## config.mk

```make
export PLATFORM = sky130hd
export DESIGN_NAME = gpp_port
export DESIGN_NICKNAME = d
export VERILOG_FILES = /design/src/core/gpp_sync.v /design/src/core/gpp_port.v
export VERILOG_INCLUDE_DIRS = /design/src /design/src/core
export SDC_FILE = /design/constraint.sdc
export NUM_CORES = 1
export LEC_CHECK = 0
export BUFFER_PORTS_ARGS = -buffer_cell sky130_fd_sc_hd__buf_2
export CORE_ASPECT_RATIO = 1.1
export CORE_MARGIN = 5
export CORE_UTILIZATION = 59
export CTS_BUF_LIST = sky130_fd_sc_hd__clkbuf_2 sky130_fd_sc_hd__clkbuf_4 sky130_fd_sc_hd__clkbuf_8
export DETAILED_ROUTE_END_ITERATION = 10
export PLACE_DENSITY_LB_ADDON = 0.15
export SLEW_MARGIN = 15
export SYNTH_ARGS = -nofsm -noshare
export SYNTH_HDL_FRONTEND = slang
export SYNTH_SLANG_ARGS = --single-unit
```

## constraint.sdc

```tcl
create_clock -name CLOCK -period 4 [get_ports CLOCK]
set_input_delay 0.8 -clock CLOCK [delete_from_list [all_inputs] [get_ports CLOCK]]
set_output_delay 0.8 -clock CLOCK [all_outputs]
set_load 0.005 [all_outputs]
```

## src/core/gpp_consts.vh

```
// Constants for the general purpose parallel port: register byte offsets,
// pin counts, reset values and bus response codes.
// Assumes inclusion by bare name from the port's design files.
`ifndef GPP_CONSTS_VH
`define GPP_CONSTS_VH

// Pin group sizes
`define GPP_N_IN 12
`define GPP_N_OUT 24
`define GPP_N_IO 6
`define GPP_N_EXT 13
// Bidirectional bits seen by software: dedicated pins then spare memory pins
`define GPP_N_BIDIR 19
// Interrupt sources: input-only, bidirectional, spare memory pins
`define GPP_N_IRQ 31

// Register byte offsets on the AXI4-Lite slave
`define GPP_OFS_IN_LEVEL 8'h00
`define GPP_OFS_OUT_SET 8'h04
`define GPP_OFS_OUT_CLR 8'h08
`define GPP_OFS_OUT_STATE 8'h0C
`define GPP_OFS_IO_DIR 8'h10
`define GPP_OFS_IO_SET 8'h14
`define GPP_OFS_IO_CLR 8'h18
`define GPP_OFS_IO_STATE 8'h1C
`define GPP_OFS_IO_LEVEL 8'h20
`define GPP_OFS_FUNC_SEL 8'h24
`define GPP_OFS_STATUS 8'h28

// Reset values
`define GPP_RST_OUT_STATE 24'h00_0000
`define GPP_RST_IO_DIR 19'h0_0000
`define GPP_RST_IO_STATE 19'h0_0000
`define GPP_RST_FUNC_SEL 24'h00_0000

// Status register field
`define GPP_STAT_HALF_BIT 0

// AXI response codes
`define GPP_RESP_OKAY 2'h0
`define GPP_RESP_SLVERR 2'h2

`endif

```

## src/core/gpp_sync.v

```verilog
// Two-stage synchroniser, one per bit, for pin levels entering the clock domain.
// Assumes each bit is an independent level; no bus coherency is given.
`timescale 1ns/1ns
module gpp_sync #(
   parameter WIDTH = 31
) (
   input wire CLOCK,
   input wire SYS_RST,
   input wire [WIDTH-1:0] D_ASYNC,
   output wire [WIDTH-1:0] Q_SYNC
);
   genvar gi;
   // First stage feeds only the second stage
   generate
      for (gi = 0; gi < WIDTH; gi = gi + 1) begin : g_bit
         reg meta_ff;
         reg sync_ff;
         always @(posedge CLOCK) begin
            if (SYS_RST) begin
               meta_ff <= 1'b0;
               sync_ff <= 1'b0;
            end else begin
               meta_ff <= D_ASYNC[gi];
               sync_ff <= meta_ff;
            end
         end
         assign Q_SYNC[gi] = sync_ff;
      end
   endgenerate
endmodule // gpp_sync

```

## src/core/gpp_port.v

```verilog
// General purpose parallel port: input-only, output-only and bidirectional
// pins, plus spare memory data pins reused when the memory bus is half width.
// Assumes an AXI4-Lite master on CLOCK, a memory controller on the same clock
// and an interrupt controller that takes the raw level sources.
// Software sees eleven word registers; set and clear registers read as zero.
// A write outside the map answers with an error and changes nothing.
// Pin levels arrive unsynchronised and pass two flops before any use.
//
// Behaviour
// Twelve input-only, twenty-four output-only and six bidirectional pins.
// One direction register, one bit per bidirectional pin.
// Direction may be rewritten any time and takes effect at once; here the pin enable moves one edge after the direction register.
// Set and clear registers change many output bits in one write.
// Stored output values read back for output-only and bidirectional pins.
// Bidirectional pins also show their sampled real level.
// Output pins selectable between peripheral function and general use.
// Half width memory bus frees thirteen data pins as bidirectional pins.
// Bidirectional and input-only pins feed the interrupt controller directly.
// Zero bits in set or clear writes leave outputs unchanged.
// Bidirectional pins come out of reset as inputs.
`timescale 1ns/1ns
`include "gpp_consts.vh"
module gpp_port (
   input wire CLOCK,
   input wire SYS_RST,
   // AXI4-Lite slave
   input wire [7:0] S_AXI_AWADDR,
   input wire S_AXI_AWVALID,
   output wire S_AXI_AWREADY,
   input wire [31:0] S_AXI_WDATA,
   input wire [3:0] S_AXI_WSTRB,
   input wire S_AXI_WVALID,
   output wire S_AXI_WREADY,
   output wire [1:0] S_AXI_BRESP,
   output wire S_AXI_BVALID,
   input wire S_AXI_BREADY,
   input wire [7:0] S_AXI_ARADDR,
   input wire S_AXI_ARVALID,
   output wire S_AXI_ARREADY,
   output wire [31:0] S_AXI_RDATA,
   output wire [1:0] S_AXI_RRESP,
   output wire S_AXI_RVALID,
   input wire S_AXI_RREADY,
   // Dedicated pins
   input wire [`GPP_N_IN-1:0] INPUT_ONLY_PIN_I,
   output wire [`GPP_N_OUT-1:0] OUTPUT_ONLY_PIN_O,
   input wire [`GPP_N_OUT-1:0] PERIPH_OUT,
   input wire [`GPP_N_IO-1:0] IO_PIN_I,
   output wire [`GPP_N_IO-1:0] IO_PIN_O,
   output wire [`GPP_N_IO-1:0] IO_PIN_OE_N,
   // Spare memory data pins and the memory controller's own drive of them
   input wire MEM_HALF_WIDTH,
   input wire [`GPP_N_EXT-1:0] MEMC_DATA_O,
   input wire [`GPP_N_EXT-1:0] MEMC_DATA_OE_N,
   input wire [`GPP_N_EXT-1:0] MEM_PIN_I,
   output wire [`GPP_N_EXT-1:0] MEM_PIN_O,
   output wire [`GPP_N_EXT-1:0] MEM_PIN_OE_N,
   output wire [`GPP_N_EXT-1:0] MEMC_DATA_I,
   // Raw interrupt sources
   output wire [`GPP_N_IRQ-1:0] IRQ_SRC
);
   // Bus handshake state
   reg awready_ff, nxt_awready;
   reg wready_ff, nxt_wready;
   reg aw_got_ff, nxt_aw_got;
   reg w_got_ff, nxt_w_got;
   reg bvalid_ff, nxt_bvalid;
   reg [1:0] bresp_ff, nxt_bresp;
   reg [7:0] aw_addr_ff, nxt_aw_addr;
   reg [31:0] w_data_ff, nxt_w_data;
   reg [3:0] w_strb_ff, nxt_w_strb;
   reg arready_ff, nxt_arready;
   reg rvalid_ff, nxt_rvalid;
   reg [31:0] rdata_ff, nxt_rdata;
   reg [1:0] rresp_ff, nxt_rresp;
   // Port state
   reg [`GPP_N_OUT-1:0] out_state_ff, nxt_out_state;
   reg [`GPP_N_BIDIR-1:0] io_dir_ff, nxt_io_dir;
   reg [`GPP_N_BIDIR-1:0] io_state_ff, nxt_io_state;
   reg [`GPP_N_OUT-1:0] func_sel_ff, nxt_func_sel;
   // Pin drivers
   reg [`GPP_N_OUT-1:0] out_pin_ff;
   reg [`GPP_N_IO-1:0] io_o_ff, io_oe_n_ff;
   reg [`GPP_N_EXT-1:0] mem_o_ff, mem_oe_n_ff, memc_i_ff;
   reg [`GPP_N_IRQ-1:0] irq_ff;

   // Synced pin levels, split into their three groups
   wire [`GPP_N_IRQ-1:0] pin_sync;
   wire [`GPP_N_IN-1:0] in_lvl;
   wire [`GPP_N_IO-1:0] io_lvl;
   wire [`GPP_N_EXT-1:0] ext_lvl;
   wire [`GPP_N_BIDIR-1:0] bidir_lvl;
   // Bus decode terms
   wire aw_take, w_take, ar_take, do_write;
   wire [31:0] wmask, wd;
   reg wr_hit, rd_hit;
   reg [31:0] rd_word;

   // All pin levels pass two flops before anything reads them
   gpp_sync #(.WIDTH(`GPP_N_IRQ)) u_sync (
      .CLOCK(CLOCK),
      .SYS_RST(SYS_RST),
      .D_ASYNC({MEM_PIN_I, IO_PIN_I, INPUT_ONLY_PIN_I}),
      .Q_SYNC(pin_sync)
   );
   assign in_lvl = pin_sync[`GPP_N_IN-1:0];
   assign io_lvl = pin_sync[`GPP_N_IN+`GPP_N_IO-1:`GPP_N_IN];
   assign ext_lvl = pin_sync[`GPP_N_IRQ-1:`GPP_N_IN+`GPP_N_IO];
   assign bidir_lvl = {ext_lvl, io_lvl};

   // Handshake terms
   assign aw_take = S_AXI_AWVALID & awready_ff;
   assign w_take = S_AXI_WVALID & wready_ff;
   assign ar_take = S_AXI_ARVALID & arready_ff;
   assign do_write = aw_got_ff & w_got_ff & ~bvalid_ff;
   // Byte strobes widened to a bit mask
   assign wmask = {{8{w_strb_ff[3]}}, {8{w_strb_ff[2]}}, {8{w_strb_ff[1]}},
                   {8{w_strb_ff[0]}}};
   // Unstrobed lanes count as zero bits, so they never touch an output
   assign wd = w_data_ff & wmask;

   // Write channel: address and data taken in either order, then one response
   always @* begin
      // Each half is held until both have arrived
      nxt_aw_got = (aw_got_ff | aw_take) & ~do_write;
      nxt_w_got = (w_got_ff | w_take) & ~do_write;
      nxt_aw_addr = aw_take ? S_AXI_AWADDR : aw_addr_ff;
      nxt_w_data = w_take ? S_AXI_WDATA : w_data_ff;
      nxt_w_strb = w_take ? S_AXI_WSTRB : w_strb_ff;
      nxt_bvalid = do_write | (bvalid_ff & ~S_AXI_BREADY);
      nxt_bresp = do_write ? (wr_hit ? `GPP_RESP_OKAY : `GPP_RESP_SLVERR) : bresp_ff;
      // Readies stay low until the response is taken: one write at a time
      nxt_awready = ~nxt_aw_got & ~nxt_bvalid;
      nxt_wready = ~nxt_w_got & ~nxt_bvalid;
   end

   // Register writes
   always @* begin
      nxt_out_state = out_state_ff;
      nxt_io_dir = io_dir_ff;
      nxt_io_state = io_state_ff;
      nxt_func_sel = func_sel_ff;
      wr_hit = 1'b1;
      // The held address selects; do_write lasts one cycle, so one update per write
      case (aw_addr_ff)
         `GPP_OFS_OUT_SET: begin
            if (do_write) nxt_out_state = out_state_ff | wd[`GPP_N_OUT-1:0]; // see R4
         end
         `GPP_OFS_OUT_CLR: begin
            if (do_write) nxt_out_state = out_state_ff & ~wd[`GPP_N_OUT-1:0]; // see R4
         end
         `GPP_OFS_IO_DIR: begin
            // Byte lanes merge so a partial write keeps the other bits
            if (do_write) nxt_io_dir = (io_dir_ff & ~wmask[`GPP_N_BIDIR-1:0]) |
                                       wd[`GPP_N_BIDIR-1:0]; // see R2
         end
         `GPP_OFS_IO_SET: begin
            if (do_write) nxt_io_state = io_state_ff | wd[`GPP_N_BIDIR-1:0]; // see R4
         end
         `GPP_OFS_IO_CLR: begin
            if (do_write) nxt_io_state = io_state_ff & ~wd[`GPP_N_BIDIR-1:0]; // see R4
         end
         `GPP_OFS_FUNC_SEL: begin
            if (do_write) nxt_func_sel = (func_sel_ff & ~wmask[`GPP_N_OUT-1:0]) |
                                         wd[`GPP_N_OUT-1:0];
         end
         // Read-only registers accept the write and ignore it
         `GPP_OFS_IN_LEVEL, `GPP_OFS_OUT_STATE, `GPP_OFS_IO_STATE,
         `GPP_OFS_IO_LEVEL, `GPP_OFS_STATUS: begin
            wr_hit = 1'b1;
         end
         default: begin
            wr_hit = 1'b0;
         end
      endcase
   end

   // Read decode; unused upper bits read as zero
   always @* begin
      rd_word = 32'h0000_0000;
      rd_hit = 1'b1;
      // Decoded straight from the bus; only used in the cycle of the take
      case (S_AXI_ARADDR)
         `GPP_OFS_IN_LEVEL: rd_word[`GPP_N_IN-1:0] = in_lvl;
         `GPP_OFS_OUT_SET, `GPP_OFS_OUT_CLR, `GPP_OFS_IO_SET, `GPP_OFS_IO_CLR: begin
            rd_word = 32'h0000_0000;
         end
         `GPP_OFS_OUT_STATE: rd_word[`GPP_N_OUT-1:0] = out_state_ff;
         `GPP_OFS_IO_DIR: rd_word[`GPP_N_BIDIR-1:0] = io_dir_ff;
         `GPP_OFS_IO_STATE: rd_word[`GPP_N_BIDIR-1:0] = io_state_ff;
         `GPP_OFS_IO_LEVEL: rd_word[`GPP_N_BIDIR-1:0] = bidir_lvl;
         `GPP_OFS_FUNC_SEL: rd_word[`GPP_N_OUT-1:0] = func_sel_ff;
         `GPP_OFS_STATUS: rd_word[`GPP_STAT_HALF_BIT] = MEM_HALF_WIDTH;
         default: rd_hit = 1'b0;
      endcase
   end

   // Read channel: one read at a time, data one cycle after the address
   always @* begin
      nxt_rvalid = ar_take | (rvalid_ff & ~S_AXI_RREADY);
      nxt_rdata = ar_take ? rd_word : rdata_ff;
      nxt_rresp = ar_take ? (rd_hit ? `GPP_RESP_OKAY : `GPP_RESP_SLVERR) : rresp_ff;
      // Data held until taken, and no new address accepted meanwhile
      nxt_arready = ~nxt_rvalid;
   end

   // Bus flops; ready lines stay low during reset and rise one edge later
   // Stored address and data are cleared too, so a stale write cannot replay
   always @(posedge CLOCK) begin
      if (SYS_RST) begin
         awready_ff <= 1'b0;
         wready_ff <= 1'b0;
         aw_got_ff <= 1'b0;
         w_got_ff <= 1'b0;
         bvalid_ff <= 1'b0;
         bresp_ff <= `GPP_RESP_OKAY;
         aw_addr_ff <= 8'h00;
         w_data_ff <= 32'h0000_0000;
         w_strb_ff <= 4'h0;
         arready_ff <= 1'b0;
         rvalid_ff <= 1'b0;
         rdata_ff <= 32'h0000_0000;
         rresp_ff <= `GPP_RESP_OKAY;
      end else begin
         awready_ff <= nxt_awready;
         wready_ff <= nxt_wready;
         aw_got_ff <= nxt_aw_got;
         w_got_ff <= nxt_w_got;
         bvalid_ff <= nxt_bvalid;
         bresp_ff <= nxt_bresp;
         aw_addr_ff <= nxt_aw_addr;
         w_data_ff <= nxt_w_data;
         w_strb_ff <= nxt_w_strb;
         arready_ff <= nxt_arready;
         rvalid_ff <= nxt_rvalid;
         rdata_ff <= nxt_rdata;
         rresp_ff <= nxt_rresp;
      end
   end

   // Port registers; directions start as inputs so no bidirectional pin drives the board
   // Output values survive direction changes, so a turned pin keeps its level
   always @(posedge CLOCK) begin
      if (SYS_RST) begin
         out_state_ff <= `GPP_RST_OUT_STATE;
         io_dir_ff <= `GPP_RST_IO_DIR;
         io_state_ff <= `GPP_RST_IO_STATE;
         func_sel_ff <= `GPP_RST_FUNC_SEL;
      end else begin
         out_state_ff <= nxt_out_state;
         io_dir_ff <= nxt_io_dir;
         io_state_ff <= nxt_io_state;
         func_sel_ff <= nxt_func_sel;
      end
   end

   // Pin drivers, registered so each pin moves one edge after its register.
   // The memory controller's drive of the spare pins gains the same one-cycle
   // delay; traded for clean flop outputs on every pin.
   always @(posedge CLOCK) begin
      if (SYS_RST) begin
         out_pin_ff <= {`GPP_N_OUT{1'b0}};
         io_o_ff <= {`GPP_N_IO{1'b0}};
         io_oe_n_ff <= {`GPP_N_IO{1'b1}};
         mem_o_ff <= {`GPP_N_EXT{1'b0}};
         mem_oe_n_ff <= {`GPP_N_EXT{1'b1}};
         memc_i_ff <= {`GPP_N_EXT{1'b0}};
         irq_ff <= {`GPP_N_IRQ{1'b0}};
      end else begin
         // Each output pin takes either the peripheral drive or its stored bit
         out_pin_ff <= (func_sel_ff & PERIPH_OUT) | (~func_sel_ff & out_state_ff); // see R1
         io_o_ff <= io_state_ff[`GPP_N_IO-1:0];
         io_oe_n_ff <= ~io_dir_ff[`GPP_N_IO-1:0];
         // Spare pins belong to the memory controller unless the bus is half width
         if (MEM_HALF_WIDTH) begin
            mem_o_ff <= io_state_ff[`GPP_N_BIDIR-1:`GPP_N_IO];
            mem_oe_n_ff <= ~io_dir_ff[`GPP_N_BIDIR-1:`GPP_N_IO];
         end else begin
            mem_o_ff <= MEMC_DATA_O;
            mem_oe_n_ff <= MEMC_DATA_OE_N;
         end
         // Synced levels reach the memory controller as well
         memc_i_ff <= ext_lvl;
         // Spare pins raise interrupts only while they serve as port pins
         irq_ff <= {ext_lvl & {`GPP_N_EXT{MEM_HALF_WIDTH}}, io_lvl, in_lvl};
      end
   end

   // Every output is a flop: no logic between register and pin
   assign S_AXI_AWREADY = awready_ff;
   assign S_AXI_WREADY = wready_ff;
   assign S_AXI_BVALID = bvalid_ff;
   assign S_AXI_BRESP = bresp_ff;
   assign S_AXI_ARREADY = arready_ff;
   assign S_AXI_RVALID = rvalid_ff;
   assign S_AXI_RDATA = rdata_ff;
   assign S_AXI_RRESP = rresp_ff;
   assign OUTPUT_ONLY_PIN_O = out_pin_ff;
   assign IO_PIN_O = io_o_ff;
   assign IO_PIN_OE_N = io_oe_n_ff;
   assign MEM_PIN_O = mem_o_ff;
   assign MEM_PIN_OE_N = mem_oe_n_ff;
   assign MEMC_DATA_I = memc_i_ff;
   assign IRQ_SRC = irq_ff;
endmodule // gpp_port

```

==> flow_metrics.env, run 1 <==
export IMPL_wl_per_cell_microns=18.50
export IMPL_startpoint="S_AXI_ARADDR[4]"
export IMPL_multiInputGateArea_sq_um=4966
export IMPL_hold_viol=0
export IMPL_hold_path_class="register to register"
export IMPL_wl_mm=32.03
export IMPL_timing_max_slew_rel_slack_pct=31.38
export IMPL_clkSinkCount=322
export IMPL_crit_type="input pin to register"
export IMPL_synth_cell_area_sq_um=11800
export IMPL_status="completed"
export IMPL_skew_ps=12.30
export IMPL_start_kind="input pin"
export IMPL_min_from="u_sync.g_bit[29].meta_ff$_SDFF_PP0_"
export IMPL_tightest_slew_ps=1027
export IMPL_synth_cell_types=62
export IMPL_port_buffers=268
export IMPL_p_leak_nw=6.130
export IMPL_synth_most_common_cell="dfxtp_1"
export IMPL_die_h_microns=158.3
export IMPL_cts_tree="built"
export IMPL_grt_pass1_vias=9179
export IMPL_rows=54
export IMPL_avgSynthCellArea_sq_um=9.905
export IMPL_coreArea_sq_um=19730
export IMPL_synth_edf_count=0
export IMPL_drc=0
export IMPL_ys_seq_area_share_pct=54.65
export IMPL_ioPinCount=288
export IMPL_dieWidth_microns=144.8
export IMPL_fillers=1548
export IMPL_reg2regPathDepth=4
export IMPL_timing_rr_start="aw_addr_ff[0]$_SDFFE_PP0P_"
export IMPL_antenna_found_initial=0
export IMPL_fin_area_sq_um=14400
export IMPL_hold_path_depth=1
export IMPL_drv_slew=0
export IMPL_grt_usage_pct=26.93
export IMPL_synth_commonest_cells="322 x dfxtp_1, 102 x nor2b_1, 99 x nor2_1, 94 x nand2_1, 78 x a21oi_1"
export IMPL_fin_tns_setup_ps=0
export IMPL_fin_ws_ps=1384
export IMPL_first_pass_iters=5
export IMPL_clk_pin_slew_ps=70
export IMPL_finalCritPeriodShare_pct=65.40
export IMPL_ys_flop_type="dfxtp_1"
export IMPL_dpl_hpwl_mm=22.17
export IMPL_required_ps=4470
export IMPL_cts_buffers=49
export IMPL_grt_pass1_wl_mm=48.61
export IMPL_period_needed_ps=2616
export IMPL_syn_to_final_growth_pct=22.05
export IMPL_ant_nets=0
export IMPL_die_area_sq_um=22930
export IMPL_drv_cap=0
export IMPL_yosysWarnings=0
export IMPL_p_per_area_nw_per_um2=477.5
export IMPL_vias=9566
export IMPL_drt_iter0_markers=616
export IMPL_grt_start_max_net_pins=143
export IMPL_drive_above_1_share_pct=28.21
export IMPL_via_per_inst=5.526
export IMPL_worstSetupEndpointType="register"
export IMPL_finalSetupViolCount=0
export IMPL_cts_max_path_buffers=3
export IMPL_cts_resized=0
export IMPL_synth_top_cell_by_area="dfxtp_1"
export IMPL_worstPathArrival_ps=3080
export IMPL_synth_top_cell_area_share_pct=54.65
export IMPL_clock_fmax_ghz=0.3822
export IMPL_start_util_pct=59.79
export IMPL_regArea_sq_um=6446
export IMPL_place_congestion=0.9107
export IMPL_pre_cts_slack_ps=869.5
export IMPL_root_buffer="clkbuf_8"
export IMPL_postCtsHoldBufs=0
export IMPL_post_cts_setup_buffers=0
export IMPL_grt_overflow=0
export IMPL_ys_ff_latch=322
export IMPL_insertion_delay_ps=550
export IMPL_synthArstFlopShare_pct=0
export IMPL_synthCells=1191
export IMPL_dpl_cell_area_sq_um=13210
export IMPL_path_max_fanout=28
export IMPL_ys_top_cells_by_area="dfxtp_1 55%, mux2i_1 6.4%, nor2b_1 5.4%"
export IMPL_rsz0062_at_grt="false"
export IMPL_fin_nets=1579
export IMPL_ir_worst_vdd_mv=0.4073
export IMPL_ctsHtreeMaxLevel=2
export IMPL_finalPower_w=0.006875
-- report_power, final --
group / switching [W] / leakage [nW] / total, W / internal, W
Combinational: 0.000224 / 2.89 / 0.000396 / 0.000172
Sequential: 0.0000592 / 2.62 / 0.00336 / 0.00330
Clock: 0.00125 / 0.622 / 0.00312 / 0.00188
-- cells by family (layout without fill, tap and decap cells) --
group	Yosys count	after routing	share of synthesized area, %
AND/OR/NAND/NOR	450	450	20.80
flip-flops	322	322	54.65
AO/OA/AOI/OAI	229	229	12.90
buffers and inverters	97	375	3.680
multiplexers	90	90	7.796
XOR/XNOR	2	2	0.1485
other	1	11	0.03179
-- layout make-up --
type | instances | share of cell area [%]
Antenna cell | 1 | 0.01738
Tap cell | 252 | 2.190
Clock inverter | 13 | 1.182
Sequential cell | 322 | 44.77
Multi-Input combinational cell | 781 | 34.49
Inverter | 1 | 0.02607
Timing Repair Buffer | 283 | 10.25
Clock buffer | 78 | 7.065
-- worst paths after layout --
path                                         end  slack (ps)
max reg2reg                             register        1520
max                 S_AXI_RDATA[17]$_SDFFE_PP0P_        1380
min          u_sync.g_bit[29].sync_ff$_SDFF_PP0_         430
min reg2reg  u_sync.g_bit[29].sync_ff$_SDFF_PP0_         430
-- critical path: stages --
cell and delay [ps]:
buf_2 340, nor4b_4 680, and3_1 760, a22oi_1 210, a211oi_1 270
-- routing by layer --
layer | track usage (%) | share of wire [%] | vias to the layer above
met5 | 0 | 0 | -
met4 | 9.773 | 3.3 | 0
met3 | 4.776 | 7.1 | 75
met2 | 46.46 | 50 | 378
met1 | 33.80 | 39 | 4498
li1 | - | - | 4615
-- per-stage QoR --
stage	hold WS, ps	utilization [%]	cells
after floorplan	381.8	-	1200
after global placement	409.3	66.94	1639
after detailed placement	408.7	66.94	1639
after CTS	427.6	72.96	1730
after global routing	424.0	72.96	1730
final	427.1	72.98	1731
-- layout by cell type (no fill, tap or decap), types with 4 or more instances in the layout --
cell | netlist | final
and2_2 | 4 | 5
mux2i_1 | 75 | 75
buf_4 | 12 | 14
and3_1 | 6 | 6
nand2_1 | 94 | 94
bufinv_16 | 0 | 4
conb_1 | 1 | 10
o31ai_1 | 4 | 4
nand3_1 | 7 | 7
clkbuf_4 | 0 | 9
a22oi_1 | 9 | 9
a211oi_1 | 40 | 40
clkinv_2 | 0 | 7
nor3_1 | 21 | 21
a221oi_1 | 10 | 10
mux2_2 | 15 | 15
and2_1 | 34 | 33
nand4b_1 | 20 | 20
buf_2 | 7 | 267
nand2b_1 | 35 | 35
nor2_1 | 99 | 99
a22o_1 | 7 | 7
o21ai_0 | 32 | 32
a21oi_1 | 78 | 78
dfxtp_1 | 322 | 322
a211oi_2 | 10 | 10
a31oi_1 | 12 | 12
nor2b_1 | 102 | 102
o21ai_1 | 4 | 4
clkbuf_8 | 0 | 69
a221o_1 | 7 | 7
(Power assumes the default switching activity.)
==> run 2, diff against run 1 <==
--- a/config.mk
+++ b/config.mk
@@ -9,7 +9,7 @@
 export BUFFER_PORTS_ARGS = -buffer_cell sky130_fd_sc_hd__buf_2
 export CORE_ASPECT_RATIO = 1.1
 export CORE_MARGIN = 5
-export CORE_UTILIZATION = 59
+export CORE_UTILIZATION = 55
 export CTS_BUF_LIST = sky130_fd_sc_hd__clkbuf_2 sky130_fd_sc_hd__clkbuf_4 sky130_fd_sc_hd__clkbuf_8
 export DETAILED_ROUTE_END_ITERATION = 10
 export PLACE_DENSITY_LB_ADDON = 0.15
==> constraint.sdc (replaced) <==
create_clock -name CLOCK -period 2.6 [get_ports CLOCK]
set_input_delay 0.52 -clock CLOCK [delete_from_list [all_inputs] [get_ports CLOCK]]
set_output_delay 0.52 -clock CLOCK [all_outputs]
set_load 0.005 [all_outputs]
==> run 2 against run 1 <==
Effect of this change: sequential share of layout area is 0.22 points lower; combinational power is 62% higher; register-to-register slack worse by 1000 ps; cell area is 0.50% higher; clock power is 34% higher; cell count is 3.2% higher; utilization is 4.8 points lower; die area is 6.8% higher; first-iteration DRC count is 37% higher; critical path depth stayed put; sequential power is 53% higher; non-clock buffer count is 22 higher; largest power group unchanged; highest routed layer is now met5.
==> flow_metrics.env, run 2 (synthesis gave the netlist of run 1 again) <==
export IMPL_start_kind="register"
export IMPL_coreArea_sq_um=21230
export IMPL_clkSinkCount=322
export IMPL_drive_above_1_share_pct=28.96
export IMPL_final_cell_mix="322 x dfxtp_1, 267 x buf_2, 102 x nor2b_1, 99 x nor2_1, 94 x nand2_1"
export IMPL_wl_mm=32.49
export IMPL_busiest_layer="met2"
export IMPL_fillers=1785
export IMPL_worstSetupEndpointType="register"
export IMPL_reg2reg_slack_ps=520
export IMPL_required_ps=3020
export IMPL_drt_iter0_markers=842
export IMPL_min_from="INPUT_ONLY_PIN_I[2]"
export IMPL_stdcell_count=1787
export IMPL_ctsHtreeMaxLevel=2
export IMPL_syn_to_final_growth_pct=22.66
export IMPL_first_pass_iters=5
export IMPL_place_congestion=0.8645
export IMPL_finalSetupViolCount=0
export IMPL_placedCellCount=1699
export IMPL_wl_per_cell_microns=18.18
export IMPL_ioPinCount=288
export IMPL_dpl_hpwl_mm=22.80
export IMPL_tightest_slew_ps=699.1
export IMPL_clock_fmax_ghz=0.4797
export IMPL_hold_viol=0
export IMPL_ant_nets=0
export IMPL_drv_slew=0
export IMPL_hold_path_depth=2
export IMPL_grt_pass1_wl_mm=50.01
export IMPL_antenna_found_initial=3
export IMPL_holdPathEnd="u_sync.g_bit[2].meta_ff$_SDFF_PP0_"
export IMPL_cts_resized=0
export IMPL_fin_util_pct=68.15
export IMPL_worstPathArrival_ps=2500
export IMPL_fin_nets=1600
export IMPL_rsz0062_at_grt="false"
export IMPL_insertion_delay_ps=560
export IMPL_p_leak_nw=6.177
export IMPL_finalCritPeriodShare_pct=80.18
export IMPL_p_per_area_nw_per_um2=689.2
export IMPL_timing_max_slew_rel_slack_pct=53.26
export IMPL_grt_start_max_net_pins=100
export IMPL_die_h_microns=163.6
export IMPL_start_util_pct=55.56
export IMPL_fin_ws_ps=515.4
export IMPL_path_max_fanout=22
export IMPL_via_per_inst=5.358
export IMPL_post_cts_setup_buffers=0
export IMPL_cts_max_path_buffers=3
export IMPL_finalPower_w=0.009973
export IMPL_fin_tns_setup_ps=0
export IMPL_drc=0
export IMPL_cts_buffers=48
export IMPL_status="completed"
export IMPL_timing_rr_start="aw_addr_ff[0]$_SDFFE_PP0P_"
export IMPL_mostFrequentLayoutCell="dfxtp_1"
export IMPL_dieWidth_microns=149.6
export IMPL_use_met1_pct=32.80
export IMPL_die_area_sq_um=24480
export IMPL_rows=56
export IMPL_grt_pass1_vias=9347
export IMPL_vias=9575
export IMPL_hold_path_class="input pin to register"
export IMPL_grt_usage_pct=26.01
export IMPL_crit_type="register to register"
export IMPL_pre_cts_slack_ps=413.6
export IMPL_reg2regPathDepth=5
export IMPL_grt_met3_usage_pct=5.189
export IMPL_period_needed_ps=2085
export IMPL_grt_overflow=0
export IMPL_skew_ps=26.08
export IMPL_root_buffer="clkbuf_8"
export IMPL_cts_tree="built"
export IMPL_postCtsHoldBufs=0
export IMPL_drv_cap=0
export IMPL_clk_pin_slew_ps=60
export IMPL_port_buffers=268
export IMPL_ir_worst_vdd_mv=0.5047
export IMPL_grt_use_met2_pct=43.54
==> run 2: worst max-delay path, cell delays in order (launching register included) <==
cell,delay [ps]
dfxtp_1,320
or4_4,620
nor4_4,330
buf_12,210
and2_1,320
o21ai_0,150
==> run 2: how the worst max path moves through the flow <==
stage,start,end
global placement,S_AXI_ARADDR[5],S_AXI_RDATA[4]$_SDFFE_PP0P_
CTS,aw_addr_ff[0]$_SDFFE_PP0P_,register
global route,aw_addr_ff[0]$_SDFFE_PP0P_,register
detailed placement,S_AXI_ARADDR[5],S_AXI_RDATA[4]$_SDFFE_PP0P_
floorplan,S_AXI_ARADDR[4],S_AXI_RDATA[14]$_SDFFE_PP0P_
finish,aw_addr_ff[0]$_SDFFE_PP0P_,register
==> run 2: cell type report <==
cell class	count	area (sq um)	area share (%)
inverters	1	3.754	0.02594
repair buffers	305	1679	11.60
well taps	290	362.8	2.508
multi-input cells	781	4965	34.31
flip-flops and latches	322	6446	44.55
clock inverters	8	40.04	0.2767
clock buffers	78	967.2	6.685
diodes	2	5.005	0.03459
==> run 2: power breakdown <==
| part | switching [W] | total (W) | internal [W] |
|---|---|---|---|
| clock network | 0.00183 | 0.00418 | 0.00235 |
| registers | 0.0000812 | 0.00515 | 0.00507 |
| logic | 0.000357 | 0.000641 | 0.000284 |
| total | 0.00227 | 0.00997 | 0.00770 |
==> run 2: stage by stage <==
step	area [sq um]	hold WS, ps
2_1_floorplan	11830	381.8
5_1_grt	14470	146.8
4_1_cts	14460	145.1
3_5_place_dp	13460	401.3
6_report	14470	174.1
3_3_place_gp	13460	402.3
==> run 2: routing by layer <==
layer,vias to the layer above,wire length [microns]
li1,4657,-
met4,2,1141
met1,4455,12860
met5,-,9
met2,380,15970
met3,81,2508
